## config.mk

```make
export PLATFORM = sky130hd
export DESIGN_NAME = timer_compare_capture_ctrl
export DESIGN_NICKNAME = d
export VERILOG_FILES = /design/src/timer_pkg.sv /design/src/timer_compare_capture_ctrl.sv
export VERILOG_INCLUDE_DIRS = /design/src
export SDC_FILE = /design/constraint.sdc
export NUM_CORES = 1
export LEC_CHECK = 0
export ABC_AREA = 0
export BUFFER_PORTS_ARGS = -buffer_cell sky130_fd_sc_hd__buf_2
export CAP_MARGIN = 20
export CORE_ASPECT_RATIO = 1.75
export CORE_UTILIZATION = 54
export CTS_BUF_LIST = sky130_fd_sc_hd__clkbuf_4 sky130_fd_sc_hd__clkbuf_8
export DETAILED_ROUTE_END_ITERATION = 12
export GPL_TIMING_DRIVEN = 0
export PLACE_DENSITY = 0.88
export SYNTH_ARGS = -nofsm -noshare
export SYNTH_HDL_FRONTEND = slang
export SYNTH_SLANG_ARGS = --single-unit
```

## constraint.sdc

```tcl
create_clock -name clk -period 4.45 [get_ports clk]
set_clock_uncertainty 0.05 [all_clocks]
set_input_delay 0.2225 -clock clk [delete_from_list [all_inputs] [get_ports clk]]
set_output_delay 0.2225 -clock clk [all_outputs]
set_load 0.02 [all_outputs]
```

## src/timer_cfg.svh

```systemverilog
`ifndef TIMER_CFG_SVH
`define TIMER_CFG_SVH

// Register indices; byte address is four times the index
`define IDX_IRQ_FLAGS_ENABLES 16'h106b
`define IDX_MODE_EDGE_CONTROL 16'h106c
`define IDX_EVENT_PIN_CONTROL 16'h106d
`define IDX_CAPTURE_PINS_CTRL 16'h106e
`define ADDR_WIDTH            16

// Interrupt flag and enable register fields
`define CMP_ONE_IRQ_ENABLE_BIT 0
`define CMP_TWO_IRQ_ENABLE_BIT 1
`define EDGE_ONE_IRQ_ENABLE_BIT 2
`define CMP_ONE_IRQ_FLAG_BIT   5
`define CMP_TWO_IRQ_FLAG_BIT   6
`define EDGE_ONE_IRQ_FLAG_BIT  7

// Mode and edge control register fields
`define EDGE_ONE_ARM_BIT       0
`define SHARED_BIT1            1
`define EDGE_ONE_RISING_BIT    2
`define SHARED_BIT3            3
`define CMP_ONE_CLEAR_EN_BIT   4
`define CMP_TWO_TOGGLE_EN_BIT  5
`define CMP_ONE_TOGGLE_EN_BIT  6
`define CAPTURE_MODE_SEL_BIT   7

// Pin control nibble fields (low nibble; high nibble adds 4)
`define PIN_DIR_BIT            0
`define PIN_FUNC_BIT           1
`define PIN_OUT_BIT            2
`define PIN_IN_BIT             3

`define REG_RESET              8'h00
`define RESP_OKAY              2'h0
`define RESP_SLVERR            2'h2

`endif

```

## src/timer_pkg.sv

```systemverilog
package timer_pkg;
   typedef enum logic {
      DUAL_COMPARE,
      DUAL_CAPTURE
   } timer_mode_t;

   // One pin as driven by the block; enableN low while driving
   typedef struct packed {
      logic level;
      logic enableN;
   } pin_drive_t;

   // Pulses handed to the counter and capture registers
   typedef struct packed {
      logic counterClear;
      logic captureOneLoad;
      logic captureTwoLoad;
   } timer_events_t;
endpackage

```

## src/timer_compare_capture_ctrl.sv

```systemverilog
// Summary of operation
// - Control register three bit 7 picks dual compare (0) or dual capture (1).
// - Compare-one match sets flag bit 5; written zero or reset clears it.
// - Dual compare: compare-two match sets flag bit 6; zero write clears.
// - Dual capture: selected edge on pin two sets flag bit 6, capture loaded.
// - Selected edge on pin one sets flag bit 7; zero write clears.
// - Compare-one interrupts need enable bit 0; compare-two needs bit 1.
// - Edge-one interrupts need enable bit 2; edge-two needs bit 1 in capture.
// - Bits 3 and 4 of the flag register are unimplemented.
// - Arm bit 0 senses next edge on pin one; hardware clears it after.
// - Capture mode: bit 1 arms pin two; hardware clears it after the edge.
// - Compare mode: bit 1 lets an edge on pin one clear the counter.
// - Bit 2 picks pin one edge: 0 falling, 1 rising.
// - Compare mode: bit 3 lets the edge-one pulse toggle the output pin.
// - Capture mode: bit 3 picks pin two edge: 0 falling, 1 rising.
// - Bit 4 lets a compare-one match clear the counter at next increment.
// - Compare mode: bit 5 lets compare-two match toggle the output pin.
// - Compare mode: bit 6 lets compare-one match toggle the output pin.
// - Each pin gets a four-bit control group in a port control register.
//
// Chosen here: the AXI4-Lite interface to the registers.
`include "timer_cfg.svh"
`timescale 1ns/100ps
`default_nettype none

module timer_compare_capture_ctrl (
   input  wire logic                        clk,
   input  wire logic                        rstn,
   // AXI4-Lite slave
   input  wire logic [`ADDR_WIDTH-1:0]      s_axi_awaddr,
   input  wire logic                        s_axi_awvalid,
   output logic                             s_axi_awready,
   input  wire logic [31:0]                 s_axi_wdata,
   input  wire logic [3:0]                  s_axi_wstrb,
   input  wire logic                        s_axi_wvalid,
   output logic                             s_axi_wready,
   output logic [1:0]                       s_axi_bresp,
   output logic                             s_axi_bvalid,
   input  wire logic                        s_axi_bready,
   input  wire logic [`ADDR_WIDTH-1:0]      s_axi_araddr,
   input  wire logic                        s_axi_arvalid,
   output logic                             s_axi_arready,
   output logic [31:0]                      s_axi_rdata,
   output logic [1:0]                       s_axi_rresp,
   output logic                             s_axi_rvalid,
   input  wire logic                        s_axi_rready,
   // Counter side
   input  wire logic                        cmpOneEqual,
   input  wire logic                        cmpTwoEqual,
   output timer_pkg::timer_events_t         timerEvents,
   output logic                             eventInput,
   output logic                             timerIrq,
   // Pins
   input  wire logic                        captureResetPinIn,
   output timer_pkg::pin_drive_t            captureResetPinDrive,
   input  wire logic                        captureWavePinIn,
   output timer_pkg::pin_drive_t            captureWavePinDrive,
   input  wire logic                        eventInputPinIn,
   output timer_pkg::pin_drive_t            eventInputPinDrive
);
   import timer_pkg::*;

   localparam logic [`ADDR_WIDTH-1:0] ADDR_FLAGS = `ADDR_WIDTH'(`IDX_IRQ_FLAGS_ENABLES * 4);
   localparam logic [`ADDR_WIDTH-1:0] ADDR_MODE  = `ADDR_WIDTH'(`IDX_MODE_EDGE_CONTROL * 4);
   localparam logic [`ADDR_WIDTH-1:0] ADDR_EVPC  = `ADDR_WIDTH'(`IDX_EVENT_PIN_CONTROL * 4);
   localparam logic [`ADDR_WIDTH-1:0] ADDR_CPPC  = `ADDR_WIDTH'(`IDX_CAPTURE_PINS_CTRL * 4);

   logic [7:0]             irqFlagsEnables;
   logic [7:0]             modeEdgeControl;
   logic [3:0]             eventPinControl;
   logic [7:0]             capturePinsControl;
   logic                   awHeld;
   logic                   wHeld;
   logic [`ADDR_WIDTH-1:0] awAddr;
   logic [7:0]             wByte;
   logic                   wLane;
   logic                   doWrite;
   logic                   resetPinLast;
   logic                   wavePinLast;
   logic                   edgeOneSeen;
   logic                   edgeTwoSeen;
   logic                   waveLevel;
   logic                   writeFlags;
   logic                   writeMode;
   timer_mode_t            mode;
   logic [7:0]             readValue;
   logic                   readHit;

   assign mode = modeEdgeControl[`CAPTURE_MODE_SEL_BIT] ? DUAL_CAPTURE : DUAL_COMPARE;

   // Write channel: address and data are taken in either order, then answered
   assign s_axi_awready = !awHeld && !s_axi_bvalid;
   assign s_axi_wready  = !wHeld && !s_axi_bvalid;
   assign doWrite       = awHeld && wHeld && !s_axi_bvalid;
   assign writeFlags    = doWrite && wLane && awAddr == ADDR_FLAGS;
   assign writeMode     = doWrite && wLane && awAddr == ADDR_MODE;

   always_ff @(posedge clk) begin
      if (!rstn) begin
         awHeld <= 1'b0;
         awAddr <= '0;
      end else if (s_axi_awvalid && s_axi_awready) begin
         awHeld <= 1'b1;
         awAddr <= s_axi_awaddr;
      end else if (doWrite) begin
         awHeld <= 1'b0;
      end
   end

   always_ff @(posedge clk) begin
      if (!rstn) begin
         wHeld <= 1'b0;
         wByte <= 8'h00;
         wLane <= 1'b0;
      end else if (s_axi_wvalid && s_axi_wready) begin
         wHeld <= 1'b1;
         wByte <= s_axi_wdata[7:0];
         wLane <= s_axi_wstrb[0];
      end else if (doWrite) begin
         wHeld <= 1'b0;
      end
   end

   always_ff @(posedge clk) begin
      if (!rstn) begin
         s_axi_bvalid <= 1'b0;
         s_axi_bresp  <= `RESP_OKAY;
      end else if (doWrite) begin
         s_axi_bvalid <= 1'b1;
         s_axi_bresp  <= (awAddr == ADDR_FLAGS || awAddr == ADDR_MODE ||
                          awAddr == ADDR_EVPC || awAddr == ADDR_CPPC) ?
                         `RESP_OKAY : `RESP_SLVERR;
      end else if (s_axi_bready) begin
         s_axi_bvalid <= 1'b0;
      end
   end

   // Edge detection; pins are taken as synchronous already
   always_ff @(posedge clk) begin
      if (!rstn) begin
         // Pins idle high, so a low history would fake a rising edge
         resetPinLast <= 1'b1;
         wavePinLast  <= 1'b1;
      end else begin
         resetPinLast <= captureResetPinIn;
         wavePinLast  <= captureWavePinIn;
      end
   end

   always_comb begin
      edgeOneSeen = 1'b0;
      edgeTwoSeen = 1'b0;
      // Edge logic only listens while the pin is in its timer function
      if (modeEdgeControl[`EDGE_ONE_ARM_BIT] &&
          capturePinsControl[`PIN_FUNC_BIT]) begin
         if (modeEdgeControl[`EDGE_ONE_RISING_BIT]) begin
            edgeOneSeen = captureResetPinIn && !resetPinLast;
         end else begin
            edgeOneSeen = !captureResetPinIn && resetPinLast;
         end
      end
      if (mode == DUAL_CAPTURE && modeEdgeControl[`SHARED_BIT1] &&
          capturePinsControl[`PIN_FUNC_BIT + 4]) begin
         if (modeEdgeControl[`SHARED_BIT3]) begin
            edgeTwoSeen = captureWavePinIn && !wavePinLast;
         end else begin
            edgeTwoSeen = !captureWavePinIn && wavePinLast;
         end
      end
   end

   // Flags: a hardware set in the cycle of a zero write wins
   always_ff @(posedge clk) begin
      if (!rstn) begin
         irqFlagsEnables <= `REG_RESET;
      end else begin
         if (writeFlags) begin
            irqFlagsEnables[2:0] <= wByte[2:0];
            irqFlagsEnables[7:5] <= irqFlagsEnables[7:5] & wByte[7:5];
         end
         if (cmpOneEqual) begin
            irqFlagsEnables[`CMP_ONE_IRQ_FLAG_BIT] <= 1'b1;
         end
         if ((mode == DUAL_COMPARE && cmpTwoEqual) || edgeTwoSeen) begin
            irqFlagsEnables[`CMP_TWO_IRQ_FLAG_BIT] <= 1'b1;
         end
         if (edgeOneSeen) begin
            irqFlagsEnables[`EDGE_ONE_IRQ_FLAG_BIT] <= 1'b1;
         end
         irqFlagsEnables[4:3] <= 2'h0;
      end
   end

   // Arm bits drop when their edge is seen, even against a write of one
   always_ff @(posedge clk) begin
      if (!rstn) begin
         modeEdgeControl <= `REG_RESET;
      end else begin
         if (writeMode) begin
            modeEdgeControl <= wByte;
         end
         if (edgeOneSeen) begin
            modeEdgeControl[`EDGE_ONE_ARM_BIT] <= 1'b0;
         end
         if (edgeTwoSeen) begin
            modeEdgeControl[`SHARED_BIT1] <= 1'b0;
         end
      end
   end

   always_ff @(posedge clk) begin
      if (!rstn) begin
         eventPinControl    <= 4'h0;
         capturePinsControl <= `REG_RESET;
      end else if (doWrite && wLane) begin
         if (awAddr == ADDR_EVPC) begin
            eventPinControl <= wByte[3:0];
         end
         if (awAddr == ADDR_CPPC) begin
            capturePinsControl <= wByte;
         end
      end
   end

   // Counter clear and capture strobes, one cycle after their cause
   always_ff @(posedge clk) begin
      if (!rstn) begin
         timerEvents <= '0;
      end else begin
         timerEvents.counterClear <=
            (cmpOneEqual && modeEdgeControl[`CMP_ONE_CLEAR_EN_BIT]) ||
            (mode == DUAL_COMPARE && edgeOneSeen &&
             modeEdgeControl[`SHARED_BIT1]);
         timerEvents.captureOneLoad <= edgeOneSeen;
         timerEvents.captureTwoLoad <= edgeTwoSeen;
      end
   end

   // Waveform output toggles only in compare mode
   always_ff @(posedge clk) begin
      if (!rstn) begin
         waveLevel <= 1'b0;
      end else if (mode == DUAL_COMPARE) begin
         waveLevel <= waveLevel ^
            ((edgeOneSeen && modeEdgeControl[`SHARED_BIT3]) ^
             (cmpTwoEqual && modeEdgeControl[`CMP_TWO_TOGGLE_EN_BIT]) ^
             (cmpOneEqual && modeEdgeControl[`CMP_ONE_TOGGLE_EN_BIT]));
      end
   end

   assign timerIrq =
      (irqFlagsEnables[`CMP_ONE_IRQ_FLAG_BIT] && irqFlagsEnables[`CMP_ONE_IRQ_ENABLE_BIT]) ||
      (irqFlagsEnables[`CMP_TWO_IRQ_FLAG_BIT] && irqFlagsEnables[`CMP_TWO_IRQ_ENABLE_BIT]) ||
      (irqFlagsEnables[`EDGE_ONE_IRQ_FLAG_BIT] && irqFlagsEnables[`EDGE_ONE_IRQ_ENABLE_BIT]);

   // Pin drivers: timer function overrides general-purpose I/O
   always_comb begin
      captureResetPinDrive.level   = capturePinsControl[`PIN_OUT_BIT];
      captureResetPinDrive.enableN = !(capturePinsControl[`PIN_DIR_BIT] &&
                                       !capturePinsControl[`PIN_FUNC_BIT]);
      if (capturePinsControl[`PIN_FUNC_BIT + 4]) begin
         captureWavePinDrive.level   = waveLevel;
         captureWavePinDrive.enableN = mode == DUAL_CAPTURE;
      end else begin
         captureWavePinDrive.level   = capturePinsControl[`PIN_OUT_BIT + 4];
         captureWavePinDrive.enableN = !capturePinsControl[`PIN_DIR_BIT + 4];
      end
      eventInputPinDrive.level   = eventPinControl[`PIN_OUT_BIT];
      eventInputPinDrive.enableN = !(eventPinControl[`PIN_DIR_BIT] &&
                                     !eventPinControl[`PIN_FUNC_BIT]);
   end

   assign eventInput = eventPinControl[`PIN_FUNC_BIT] && eventInputPinIn;

   // Read mux; undefined bits read as zero
   always_comb begin
      readValue = 8'h00;
      readHit   = 1'b1;
      case (s_axi_araddr)
         ADDR_FLAGS: begin
            readValue = irqFlagsEnables;
         end
         ADDR_MODE: begin
            readValue = modeEdgeControl;
            if (mode == DUAL_CAPTURE) begin
               readValue[6:5] = 2'h0;
            end
         end
         ADDR_EVPC: begin
            readValue = {4'h0, eventInputPinIn, eventPinControl[2:0]};
         end
         ADDR_CPPC: begin
            readValue = {captureWavePinIn, capturePinsControl[6:4],
                         captureResetPinIn, capturePinsControl[2:0]};
         end
         default: begin
            readHit = 1'b0;
         end
      endcase
   end

   assign s_axi_arready = !s_axi_rvalid;

   always_ff @(posedge clk) begin
      if (!rstn) begin
         s_axi_rvalid <= 1'b0;
         s_axi_rdata  <= 32'h0000_0000;
         s_axi_rresp  <= `RESP_OKAY;
      end else if (s_axi_arvalid && s_axi_arready) begin
         s_axi_rvalid <= 1'b1;
         s_axi_rdata  <= {24'h00_0000, readValue};
         s_axi_rresp  <= readHit ? `RESP_OKAY : `RESP_SLVERR;
      end else if (s_axi_rready) begin
         s_axi_rvalid <= 1'b0;
      end
   end
endmodule

`default_nettype wire

```

# == After elaboration in Yosys (flattened, before gate mapping) ==
# Cells that the tools add are included.
# word_totals
romBits,0
word_cells,124
reg_bits,73
output_inout_bits,52
input_bits,80
ram_bits,0
latchBits,0
memories,0
# op_classes
bitwise_logic,6
shift,0
n_eq_ne,8
magnitude_cmp,0
div_mod_pow,0
n_reduce_logical,62
n_addsub,0
n_mul,0
n_mux,22
# ops
cell,n
$eq A16 B15 Y1 const B,8
$pmux W8 S4,1
$logic_and A1 B1 Y1,30
$mux W1,16
$reduce_bool A2 Y1,7
$logic_not A1 Y1,13
$mux W2,4
$logic_or A1 B1 Y1,7
$reduce_and A2 Y1,2
$reduce_or A2 Y1,2
$reduce_or A4 Y1,1
$and A3 B3 Y3,1
$mux W3,1
$xor A1 B1 Y1,3
$not A1 Y1,2

# == Logic depth before layout (Yosys ltp) ==
# Gate-level depths: netlist of the first run.
# logic_depth
ltp_word,8
ltp_mapped,7
mapped_depth_nobuf,5

# == Worst setup path before layout of the first run ==
# OpenSTA, ideal clock, no wires.
# synth_path
path_kind,register to register
from,register awAddr[10]
to,register irqFlagsEnables[5]
stages_incl_launch_ff,7
required_time_ns,4.285
n_path_buf,1
arrival_ns,1.666
setup_slack_ns,2.619
synth_period_minus_slack_ns,1.831
setup_ns,0.115
path_cell_list,dfxtp_1 nor4_2 nand4_1 or4_4 buf_6 o21a_1 o21a_1
# synth_between
elab_chain_cells,3
# synth_lines
item,line_no,source
"start, declared",timer_compare_capture_ctrl.sv:74,logic [`ADDR_WIDTH-1:0] awAddr;
"start signal, assigned",timer_compare_capture_ctrl.sv:104,awAddr <= s_axi_awaddr;
$eq A16 B15 Y1,timer_compare_capture_ctrl.sv:95,assign writeFlags = doWrite && wLane && awAddr == ADDR_FLAGS;
$logic_and A1 B1 Y1,timer_compare_capture_ctrl.sv:95,
$reduce_bool A2 Y1 (no source line),--,
"end signal, assigned",timer_compare_capture_ctrl.sv:175,irqFlagsEnables <= `REG_RESET;
"end signal, assigned",timer_compare_capture_ctrl.sv:179,irqFlagsEnables[7:5] <= irqFlagsEnables[7:5] & wByte[7:5];
"end, declared",timer_compare_capture_ctrl.sv:68,logic [7:0] irqFlagsEnables;
# Every way passes these cells.
# A chain may end at the register's enable or synchronous reset.

# == Worst setup path in the final report of the first run ==
# layout_path
from,register modeEdgeControl[2]
to,register waveLevel
# layout_between
elab_chain_cells,6
# layout_lines
item,line_no,source
"start, declared",timer_compare_capture_ctrl.sv:69,logic [7:0] modeEdgeControl;
"start signal, assigned",timer_compare_capture_ctrl.sv:197,modeEdgeControl <= `REG_RESET;
"start signal, assigned",timer_compare_capture_ctrl.sv:200,modeEdgeControl <= wByte;
$mux W1,timer_compare_capture_ctrl.sv:156,if (modeEdgeControl[`EDGE_ONE_RISING_BIT]) begin
$mux W1,timer_compare_capture_ctrl.sv:154,if (modeEdgeControl[`EDGE_ONE_ARM_BIT] &&
$logic_and A1 B1 Y1,timer_compare_capture_ctrl.sv:245,((edgeOneSeen && modeEdgeControl[`SHARED_BIT3]) ^
$xor A1 B1 Y1 (2 in series),timer_compare_capture_ctrl.sv:245,
$xor A1 B1 Y1,timer_compare_capture_ctrl.sv:244,waveLevel <= waveLevel ^
"end signal, assigned",timer_compare_capture_ctrl.sv:244,
"end, declared",timer_compare_capture_ctrl.sv:82,logic waveLevel;
# Every way passes these cells.

==> impl_results.html, run 1 <==
<table>
<tr><th>Metric</th><th>Value</th></tr>
<tr><th colspan="2">Outcome</th></tr>
<tr><td>Result of the run</td><td>finished, final reports clean</td></tr>
<tr><th colspan="2">GRT</th></tr>
<tr><td>Global-route wire length before repair</td><td>approximately 12000 um</td></tr>
<tr><td>Number of global-route vias before repair</td><td>around 2800</td></tr>
<tr><td>Number of antenna violations at the first check in global routing</td><td>0</td></tr>
<tr><td>Overall fraction of global-route tracks in use</td><td>25.42%</td></tr>
<tr><td>Pin count of the biggest net entering global routing</td><td>14</td></tr>
<tr><td>Aggregate global routing overflow</td><td>0</td></tr>
<tr><th colspan="2">Yosys</th></tr>
<tr><td>Share of Yosys cell area claimed by the top area cell type</td><td>a little over two fifths</td></tr>
<tr><td>Number of enable flip-flop cells after synthesis</td><td>0</td></tr>
<tr><td>Share of flip-flops with an asynchronous set or reset after synthesis</td><td>0%</td></tr>
<tr><td>Post-Syn Instances</td><td>363</td></tr>
<tr><td>Unique cell type count in the Yosys netlist</td><td>47</td></tr>
<tr><td>Number of warnings printed during yosys synthesis</td><td>0</td></tr>
<tr><td>Dominant register cell in the synthesized netlist</td><td>dfxtp_1</td></tr>
<tr><td>Cell types with the highest counts after synthesis</td><td>dfxtp_1, nand2_1, a21boi_0, buf_4, nor2b_1</td></tr>
<tr><td>Cell accounting for the most synthesized area</td><td>dfxtp_1</td></tr>
<tr><td>Summed instance area of the synthesized netlist</td><td>approximately 3200 um2</td></tr>
<tr><td>Mean instance size in the synthesized netlist</td><td>between 8 and 9 um2</td></tr>
<tr><td>Dominant cells by area after synthesis</td><td>dfxtp_1, nand2_1, mux2i_1</td></tr>
<tr><td>Cell with the most instances after synthesis</td><td>dfxtp_1</td></tr>
<tr><td>Post-synthesis sequential element count</td><td>68</td></tr>
<tr><td>Sequential-to-total area share from yosys stat</td><td>42.02%</td></tr>
<tr><th colspan="2">Clocking</th></tr>
<tr><td>Hold Buf Count CTS</td><td>0</td></tr>
<tr><td>Sink count of the clock tree</td><td>68</td></tr>
<tr><td>Number of CTS-inserted buffers</td><td>9</td></tr>
<tr><td>Clock tree from TritonCTS</td><td>yes</td></tr>
<tr><td>Post-cts resize count</td><td>0</td></tr>
<tr><td>Clock transition time at the flip-flop clock pins of the worst setup and hold paths</td><td>80 ps</td></tr>
<tr><td>Worst-case clock buffer depth</td><td>2</td></tr>
<tr><td>Clock latency of the later-clocked register in the worst-skew pair</td><td>about 350 ps</td></tr>
<tr><td># H-tree levels</td><td>3</td></tr>
<tr><td>Cell at the root of the clock tree</td><td>clkbuf_8</td></tr>
<tr><td>Post-CTS Setup Inserts</td><td>0</td></tr>
<tr><th colspan="2">Pwr</th></tr>
<tr><td>Logic gate share of total power</td><td>roughly 12%</td></tr>
<tr><td>Cell internal power dissipation</td><td>about 920 uW</td></tr>
<tr><td>Leakage component of the power</td><td>around 0.0018 uW</td></tr>
<tr><td>Maximum vdd drop</td><td>roughly 0.00022 V</td></tr>
<tr><td>Power share of the clock group</td><td>a little under two fifths</td></tr>
<tr><td>Share of power burned in registers</td><td>between 50 and 60%</td></tr>
<tr><td>Power spent charging and discharging nets</td><td>between 300 and 400 uW</td></tr>
<tr><td>Total power per unit cell area</td><td>between 300 and 400 nW/um2</td></tr>
<tr><td>Fraction of power spent switching nets</td><td>27.62%</td></tr>
<tr><th colspan="2">Die</th></tr>
<tr><td>X dimension of the die</td><td>about 61 um</td></tr>
<tr><td>Area enclosed by the die boundary</td><td>between 6000 and 7000 um2</td></tr>
<tr><td>Vert. Die Dim</td><td>approximately 100 um</td></tr>
<tr><td>Number of placement rows</td><td>37</td></tr>
<tr><td>Core area</td><td>5833 um2</td></tr>
<tr><td>IO Pins</td><td>roughly 130</td></tr>
<tr><td>Starting density of the core</td><td>55.53%</td></tr>
<tr><th colspan="2">Layout</th></tr>
<tr><td>Final instance area</td><td>~4000 um2</td></tr>
<tr><td>Net count reported at finish</td><td>about 550</td></tr>
<tr><td>Proportion of layout cells with a drive suffix above 1</td><td>26.72%</td></tr>
<tr><td>Antenna diode count</td><td>0</td></tr>
<tr><td>Signed area change from the synthesized netlist to the final layout</td><td>23.29%</td></tr>
<tr><th colspan="2">Setup path</th></tr>
<tr><td>Type of the worst setup path</td><td>reg -&gt; reg</td></tr>
<tr><td>Arr. time, crit path</td><td>2220 ps</td></tr>
<tr><td>Sort of element at the start of the critical path</td><td>flop</td></tr>
<tr><td>Data required, critical path</td><td>around 4700 ps</td></tr>
<tr><td>R2r worst-path depth</td><td>5</td></tr>
<tr><td>Crit path capture type</td><td>flop</td></tr>
<tr><td>CP Max Fanout</td><td>4</td></tr>
<tr><td>Critical register-to-register path startpoint</td><td>modeEdgeControl[2]</td></tr>
<tr><td>Critical Path Start</td><td>modeEdgeControl[2]</td></tr>
<tr><th colspan="2">Placed design</th></tr>
<tr><td>Estimated wirelength of the detail-placed design</td><td>about 6000 um</td></tr>
<tr><td>Last weighted congestion value of the routability-driven placer</td><td>roughly 0.93</td></tr>
<tr><td>Port buffer count</td><td>75</td></tr>
<tr><td>Cell area reported after detailed placement</td><td>~3800 um2</td></tr>
<tr><th colspan="2">Timing</th></tr>
<tr><td>RSZ-0062 raised after global routing</td><td>no</td></tr>
<tr><td>Max Slew Vio Count</td><td>0</td></tr>
<tr><td>Actual slew at the worst max-slew pin</td><td>around 640 ps</td></tr>
<tr><td>Final Critical Period</td><td>~2000 ps</td></tr>
<tr><td>Final Setup Violations</td><td>0</td></tr>
<tr><td>Setup Total Neg Slack</td><td>0 ps</td></tr>
<tr><td>Maximum frequency from static timing analysis</td><td>502.9 MHz</td></tr>
<tr><td>Number of endpoints with negative hold slack in the final report</td><td>0</td></tr>
<tr><td>Tightest slew margin relative to the limit</td><td>about 57%</td></tr>
<tr><td>Final period utilization</td><td>around 45%</td></tr>
<tr><th colspan="2">Min path</th></tr>
<tr><td>Class of the worst hold path</td><td>in -&gt; reg</td></tr>
<tr><td>Worst Min Path Start</td><td>s_axi_arvalid</td></tr>
<tr><td>Worst hold path depth</td><td>2</td></tr>
<tr><th colspan="2">Detailed routing</th></tr>
<tr><td>Post-detailed-route count of antenna-violating nets</td><td>0</td></tr>
<tr><td>Routed via count</td><td>2885</td></tr>
<tr><td>Wire per inst</td><td>approximately 14 um</td></tr>
<tr><td>Number of vias per cell</td><td>~5.2</td></tr>
<tr><td>Initial DRC count</td><td>approximately 110</td></tr>
<tr><td>Aggregate routed wire length</td><td>~7500 um</td></tr>
<tr><td>Remaining design rule violation count</td><td>0</td></tr>
<tr><td>Detailed-router iteration count before antenna repair</td><td>6</td></tr>
<tr><th colspan="2">Flow run</th></tr>
<tr><td>Max_cap viols</td><td>0</td></tr>
</table>
-- registers in the layout, indices dropped and copies added, names as in the netlist, 3 cells and up --
signal and flops:
wByte 8, eventPinControl 3, timerEvents 3, capturePinsControl 6, s_axi_rdata 8, awAddr 16, modeEdgeControl 8, irqFlagsEnables 6
-- cells in the final DEF (no fill, tap or decap), drive strengths merged, types with 4 or more instances in the layout --
| cell type | instances |
|---|---|
| buf | 106 |
| a21boi | 29 |
| conb | 26 |
| dfxtp | 68 |
| nand2 | 65 |
| nand3b | 4 |
| and2 | 5 |
| clkbuf | 26 |
| a22oi | 4 |
| mux2i | 24 |
| nand2b | 6 |
| nor2b | 26 |
| nor2 | 7 |
| a21oi | 4 |
| o21ai | 8 |
| inv | 6 |
| nand4 | 5 |
| a22o | 6 |
| clkinv | 4 |
-- layout make-up --
type / instances / area, um2
Inverter: 6 / 22.52
Clock inverter: 6 / 50.05
Multi-Input combinational cell: 267 / 1659
Clock buffer: 10 / 137.6
Timing Repair Buffer: 75 / 375.4
Fill cell: 520 / 1839
Sequential cell: 68 / 1361
Buffer: 47 / 290.3
Tap cell: 78 / 97.59
-- logic make-up (layout without fill, tap and decap cells) --
kind of cell	after synthesis	in the layout	synth area share, %
xor gates and xnor gates	4	4	1.082
other	1	26	0.1158
and+or+nand+nor	143	143	23.45
muxes	26	26	8.111
AOI/OAI and AO/OA	68	68	15.57
DFF	68	68	42.02
buffers and inverters	53	144	9.656
-- per-stage QoR --
stage / hold slack, ps / total power [uW] / setup WS (ps) / utilization, % / std cells
floorplan: 274.0 / 765.4 / 2619 / - / 388
global placement: 382.5 / 811.1 / 2554 / 65.25 / 541
detailed placement: 388.5 / 816.1 / 2508 / 65.25 / 541
CTS: 40.63 / 1274 / 2473 / 68.47 / 557
global route: 41.45 / 1326 / 2387 / 68.47 / 557
finish: 46.65 / 1268 / 2461 / 68.47 / 557
-- path summary, 6_finish.rpt --
check | to | slack [ps]
worst max-delay path | waveLevel | 2460
worst min-delay path | s_axi_rvalid | 50
worst max register to register | waveLevel | 2460
worst min register to register | s_axi_rdata[6] | 400
-- power groups by stage --
| stage | clock [uW] | sequential (uW) | combinational [uW] |
|---|---|---|---|
| 6_report | 466 | 648 | 155 |
| 3_5_place_dp | 0 | 661 | 155 |
| 4_1_cts | 471 | 647 | 155 |
| 2_1_floorplan | 0 | 659 | 106 |
| 5_1_grt | 503 | 651 | 172 |
| 3_3_place_gp | 0 | 660 | 151 |
-- critical path, stage by stage, from the launching register on --
cell      delay, ps
dfxtp_1         340
or3b_2          490
a21oi_1         350
xnor2_1         170
or3_1           340
a21boi_0        170
-- routing by layer --
metal  share of wire (%)  vias up  track usage, %
met3                 5.5       27           6.095
met5                   0        -               0
met1                  35     1327           23.02
met4                 4.0        0           15.58
met2                  56      117           46.86
li1                    -     1414               -
Note: power is estimated with default switching activity, not from simulation.
==> inputs of run 2 (changes only) <==
ABC_AREA = 1   (was 0)
CORE_UTILIZATION = 50   (was 54)
PLACE_DENSITY = 0.82   (was 0.88)
clock period = 1.9 ns   (was 4.45 ns; I/O delays follow)
==> impl_results.html, run 2 <==
<table>
<tr><th>Metric</th><th>Value</th></tr>
<tr><th colspan="2">Outcome</th></tr>
<tr><td>Result of the run</td><td>finished, final reports clean (unchanged)</td></tr>
<tr><th colspan="2">Clocking</th></tr>
<tr><td>Clock transition time at the flip-flop clock pins of the worst setup and hold paths</td><td>70 ps (was 80 ps)</td></tr>
<tr><td>Post-cts resize count</td><td>0 (unchanged)</td></tr>
<tr><td>Clock tree from TritonCTS</td><td>yes (unchanged)</td></tr>
<tr><td># H-tree levels</td><td>3 (unchanged)</td></tr>
<tr><td>Sink count of the clock tree</td><td>68 (unchanged)</td></tr>
<tr><td>Number of CTS-inserted buffers</td><td>9 (unchanged)</td></tr>
<tr><td>Hold Buf Count CTS</td><td>26 (was 0)</td></tr>
<tr><td>Post-CTS Setup Inserts</td><td>0 (unchanged)</td></tr>
<tr><td>Clock latency of the later-clocked register in the worst-skew pair</td><td>340 ps (was 350 ps)</td></tr>
<tr><td>Cell at the root of the clock tree</td><td>clkbuf_8 (unchanged)</td></tr>
<tr><td>Worst-case clock buffer depth</td><td>2 (unchanged)</td></tr>
<tr><th colspan="2">GRT</th></tr>
<tr><td>Overall fraction of global-route tracks in use</td><td>26.24% (was 25.42%)</td></tr>
<tr><td>Aggregate global routing overflow</td><td>0 (unchanged)</td></tr>
<tr><td>Global-route wire length before repair</td><td>13790 um (was 11940 um)</td></tr>
<tr><td>Number of global-route vias before repair</td><td>3180 (was 2754)</td></tr>
<tr><td>Number of antenna violations at the first check in global routing</td><td>0 (unchanged)</td></tr>
<tr><td>Pin count of the biggest net entering global routing</td><td>11 (was 14)</td></tr>
<tr><th colspan="2">Detailed routing</th></tr>
<tr><td>Routed via count</td><td>3450 (was 2885)</td></tr>
<tr><td>Detailed-router iteration count before antenna repair</td><td>4 (was 6)</td></tr>
<tr><td>Aggregate routed wire length</td><td>8756 um (was 7534 um)</td></tr>
<tr><td>Wire per inst</td><td>12.51 um (was 13.53 um)</td></tr>
<tr><td>Initial DRC count</td><td>137 (was 105)</td></tr>
<tr><td>Post-detailed-route count of antenna-violating nets</td><td>0 (unchanged)</td></tr>
<tr><td>Remaining design rule violation count</td><td>0 (unchanged)</td></tr>
<tr><td>Number of vias per cell</td><td>4.929 (was 5.180)</td></tr>
<tr><th colspan="2">Yosys</th></tr>
<tr><td>Sequential-to-total area share from yosys stat</td><td>40.96% (was 42.02%)</td></tr>
<tr><td>Mean instance size in the synthesized netlist</td><td>7.011 um2 (was 8.924 um2)</td></tr>
<tr><td>Cell with the most instances after synthesis</td><td>nand2_1 (was dfxtp_1)</td></tr>
<tr><td>Share of Yosys cell area claimed by the top area cell type</td><td>40.96% (was 42.02%)</td></tr>
<tr><td>Cell types with the highest counts after synthesis</td><td>nand2_1, nor2_1, dfxtp_1, nand3_1, inv_1 (was dfxtp_1, nand2_1, a21boi_0, buf_4, nor2b_1)</td></tr>
<tr><td>Post-Syn Instances</td><td>474 (was 363)</td></tr>
<tr><td>Post-synthesis sequential element count</td><td>68 (unchanged)</td></tr>
<tr><td>Dominant register cell in the synthesized netlist</td><td>dfxtp_1 (unchanged)</td></tr>
<tr><td>Cell accounting for the most synthesized area</td><td>dfxtp_1 (unchanged)</td></tr>
<tr><td>Summed instance area of the synthesized netlist</td><td>3323 um2 (was 3239 um2)</td></tr>
<tr><td>Share of flip-flops with an asynchronous set or reset after synthesis</td><td>0% (unchanged)</td></tr>
<tr><td>Unique cell type count in the Yosys netlist</td><td>29 (was 47)</td></tr>
<tr><td>Dominant cells by area after synthesis</td><td>dfxtp_1, nand2_1, nor2_1 (was dfxtp_1, nand2_1, mux2i_1)</td></tr>
<tr><td>Number of enable flip-flop cells after synthesis</td><td>0 (unchanged)</td></tr>
<tr><td>Number of warnings printed during yosys synthesis</td><td>0 (unchanged)</td></tr>
<tr><th colspan="2">Pwr</th></tr>
<tr><td>Share of power burned in registers</td><td>48.5% (was 51.1%)</td></tr>
<tr><td>Cell internal power dissipation</td><td>2356 uW (was 918.1 uW)</td></tr>
<tr><td>Total power per unit cell area</td><td>729.7 nW/um2 (was 317.6 nW/um2)</td></tr>
<tr><td>Fraction of power spent switching nets</td><td>26.05% (was 27.62%)</td></tr>
<tr><td>Leakage component of the power</td><td>0.002168 uW (was 0.001799 uW)</td></tr>
<tr><td>Power spent charging and discharging nets</td><td>829.8 uW (was 350.4 uW)</td></tr>
<tr><td>Logic gate share of total power</td><td>14.1% (was 12.2%)</td></tr>
<tr><td>Power share of the clock group</td><td>37.4% (was 36.7%)</td></tr>
<tr><td>Maximum vdd drop</td><td>0.0005284 V (was 0.0002242 V)</td></tr>
<tr><th colspan="2">Layout</th></tr>
<tr><td>Commonest cells after routing, fill and taps aside</td><td>nand2_1, nor2_1, buf_2 (was buf_2, dfxtp_1, nand2_1)</td></tr>
<tr><td>Net count reported at finish</td><td>694 (was 554)</td></tr>
<tr><td>Antenna diode count</td><td>0 (unchanged)</td></tr>
<tr><td>Area used by multi-input combinational logic</td><td>1605 um2 (was 1659 um2)</td></tr>
<tr><td>Flip-flop count of the largest register after layout</td><td>16 (unchanged)</td></tr>
<tr><td>Final instance area</td><td>4365 um2 (was 3994 um2)</td></tr>
<tr><td>Fillers</td><td>588 (was 520)</td></tr>
<tr><td>Seq. cell area</td><td>1361 um2 (unchanged)</td></tr>
<tr><td>Proportion of layout cells with a drive suffix above 1</td><td>24.60% (was 26.72%)</td></tr>
<tr><td>Most flops, register</td><td>awAddr (unchanged)</td></tr>
<tr><td>Most common cell after layout, fill and taps aside</td><td>nand2_1 (was buf_2)</td></tr>
<tr><td>Signed area change from the synthesized netlist to the final layout</td><td>31.36% (was 23.29%)</td></tr>
<tr><th colspan="2">Setup path</th></tr>
<tr><td>Crit path capture type</td><td>flop (unchanged)</td></tr>
<tr><td>Sort of element at the start of the critical path</td><td>flop (unchanged)</td></tr>
<tr><td>Slack of the worst reg-to-reg path</td><td>260 ps (was 2460 ps)</td></tr>
<tr><td>Arr. time, crit path</td><td>1800 ps (was 2220 ps)</td></tr>
<tr><td>CP Max Fanout</td><td>7 (was 4)</td></tr>
<tr><td>Type of the worst setup path</td><td>reg -&gt; reg (unchanged)</td></tr>
<tr><td>Data required, critical path</td><td>2060 ps (was 4680 ps)</td></tr>
<tr><th colspan="2">Timing</th></tr>
<tr><td>Final Setup Violations</td><td>0 (unchanged)</td></tr>
<tr><td>Actual slew at the worst max-slew pin</td><td>554.0 ps (was 641.8 ps)</td></tr>
<tr><td>Final Critical Period</td><td>1641 ps (was 1989 ps)</td></tr>
<tr><td>Tightest slew margin relative to the limit</td><td>63.07% (was 56.98%)</td></tr>
<tr><td>RSZ-0062 raised after global routing</td><td>no (unchanged)</td></tr>
<tr><td>Number of endpoints with negative hold slack in the final report</td><td>0 (unchanged)</td></tr>
<tr><td>Maximum frequency from static timing analysis</td><td>609.5 MHz (was 502.9 MHz)</td></tr>
<tr><td>Final period utilization</td><td>86.35% (was 44.69%)</td></tr>
<tr><td>Max Slew Vio Count</td><td>0 (unchanged)</td></tr>
<tr><td>Setup Total Neg Slack</td><td>0 ps (unchanged)</td></tr>
<tr><th colspan="2">Placed design</th></tr>
<tr><td>Cell area reported after detailed placement</td><td>3910 um2 (was 3806 um2)</td></tr>
<tr><td>Last weighted congestion value of the routability-driven placer</td><td>0.9186 (was 0.9307)</td></tr>
<tr><td>Port buffer count</td><td>78 (was 75)</td></tr>
<tr><td>Estimated wirelength of the detail-placed design</td><td>6414 um (was 5949 um)</td></tr>
<tr><th colspan="2">Die</th></tr>
<tr><td>Number of placement rows</td><td>39 (was 37)</td></tr>
<tr><td>Starting density of the core</td><td>51.20% (was 55.53%)</td></tr>
<tr><td>Area enclosed by the die boundary</td><td>6989 um2 (was 6325 um2)</td></tr>
<tr><td>Vert. Die Dim</td><td>109.8 um (was 104.5 um)</td></tr>
<tr><td>X dimension of the die</td><td>63.63 um (was 60.55 um)</td></tr>
<tr><td>IO Pins</td><td>132 (unchanged)</td></tr>
<tr><td>Core area</td><td>6490 um2 (was 5833 um2)</td></tr>
<tr><th colspan="2">Min path</th></tr>
<tr><td>Class of the worst hold path</td><td>in -&gt; reg (unchanged)</td></tr>
<tr><th colspan="2">Flow run</th></tr>
<tr><td>Max_cap viols</td><td>0 (unchanged)</td></tr>
</table>
run 2: cell count changes after synthesis, sizes merged, moves of 24 or more:
cell	previous run	this run
a21boi	29	0
mux2i	24	0
nand2	65	93
inv	6	43
nor2b	26	0
nor2	7	92
o21ai	8	41
a21oi	4	32
nand3	3	44
run 2: path summary, 6_finish.rpt:
path                   from                    end  cells past startpoint
max reg2reg       awAddr[0]  capturePinsControl[5]                      6
min reg2reg  s_axi_rdata[4]         s_axi_rdata[4]                      2
min             cmpOneEqual     irqFlagsEnables[5]                      3
max               awAddr[0]  capturePinsControl[5]                      6
run 2: layout make-up:
| type | count | area share, % |
|---|---|---|
| Sequential cell | 68 | 31.18 |
| Buffer | 42 | 6.535 |
| Timing Repair Buffer | 104 | 14.90 |
| Clock buffer | 13 | 3.669 |
| Inverter | 44 | 3.783 |
| Tap cell | 82 | 2.350 |
| Clock inverter | 2 | 0.8025 |
| Multi-Input combinational cell | 345 | 36.77 |
run 2: critical path, cell delays in order, from the launching register on:
cell and delay [ps]:
dfxtp_1 320, nor2_2 240, nand3_1 180, nor3_4 360, nand2_2 180, nand2_1 110
a21oi_1 60
run 2: routing by layer:
metal / routed length, um / up-vias / GRT usage [%]
li1: - / 1752 / -
met3: 455 / 25 / 5.290
met1: 2950 / 1532 / 22.00
met5: 0 / - / 0
met4: 307 / 0 / 16.72
met2: 5042 / 141 / 53.57
run 2: kinds of logic (layout without fill, tap and decap cells):
group,Yosys count,after routing,share of synthesized area (%)
AND/OR/NAND/NOR,238,238,32.30
XOR/XNOR,1,1,0.2636
flip-flops,68,68,40.96
buffers and inverters,86,205,13.55
other,1,26,0.1128
AO/OA/AOI/OAI,80,80,12.80
run 2: through the flow:
stage                     hold WS (ps)  std cells  worst slack (ps)  utilization (%)  power [uW]
after detailed placement         270.3        659             281.8            60.25        1975
after global placement           261.3        659             334.8            60.25        1960
final                            11.76        700             259.3            67.26        3185
after CTS                        11.65        700             276.6            67.26        3176
after floorplan                  150.4        499             365.8                -        1842
after global routing             30.27        700             195.2            67.26        3313
run 2: power by group through the flow:
stage | combinational, uW | clock [uW] | sequential [uW]
4_1_cts | 441 | 1190 | 1540
2_1_floorplan | 274 | 0 | 1570
3_5_place_dp | 399 | 0 | 1580
3_3_place_gp | 387 | 0 | 1570
6_report | 450 | 1190 | 1550
5_1_grt | 497 | 1260 | 1550
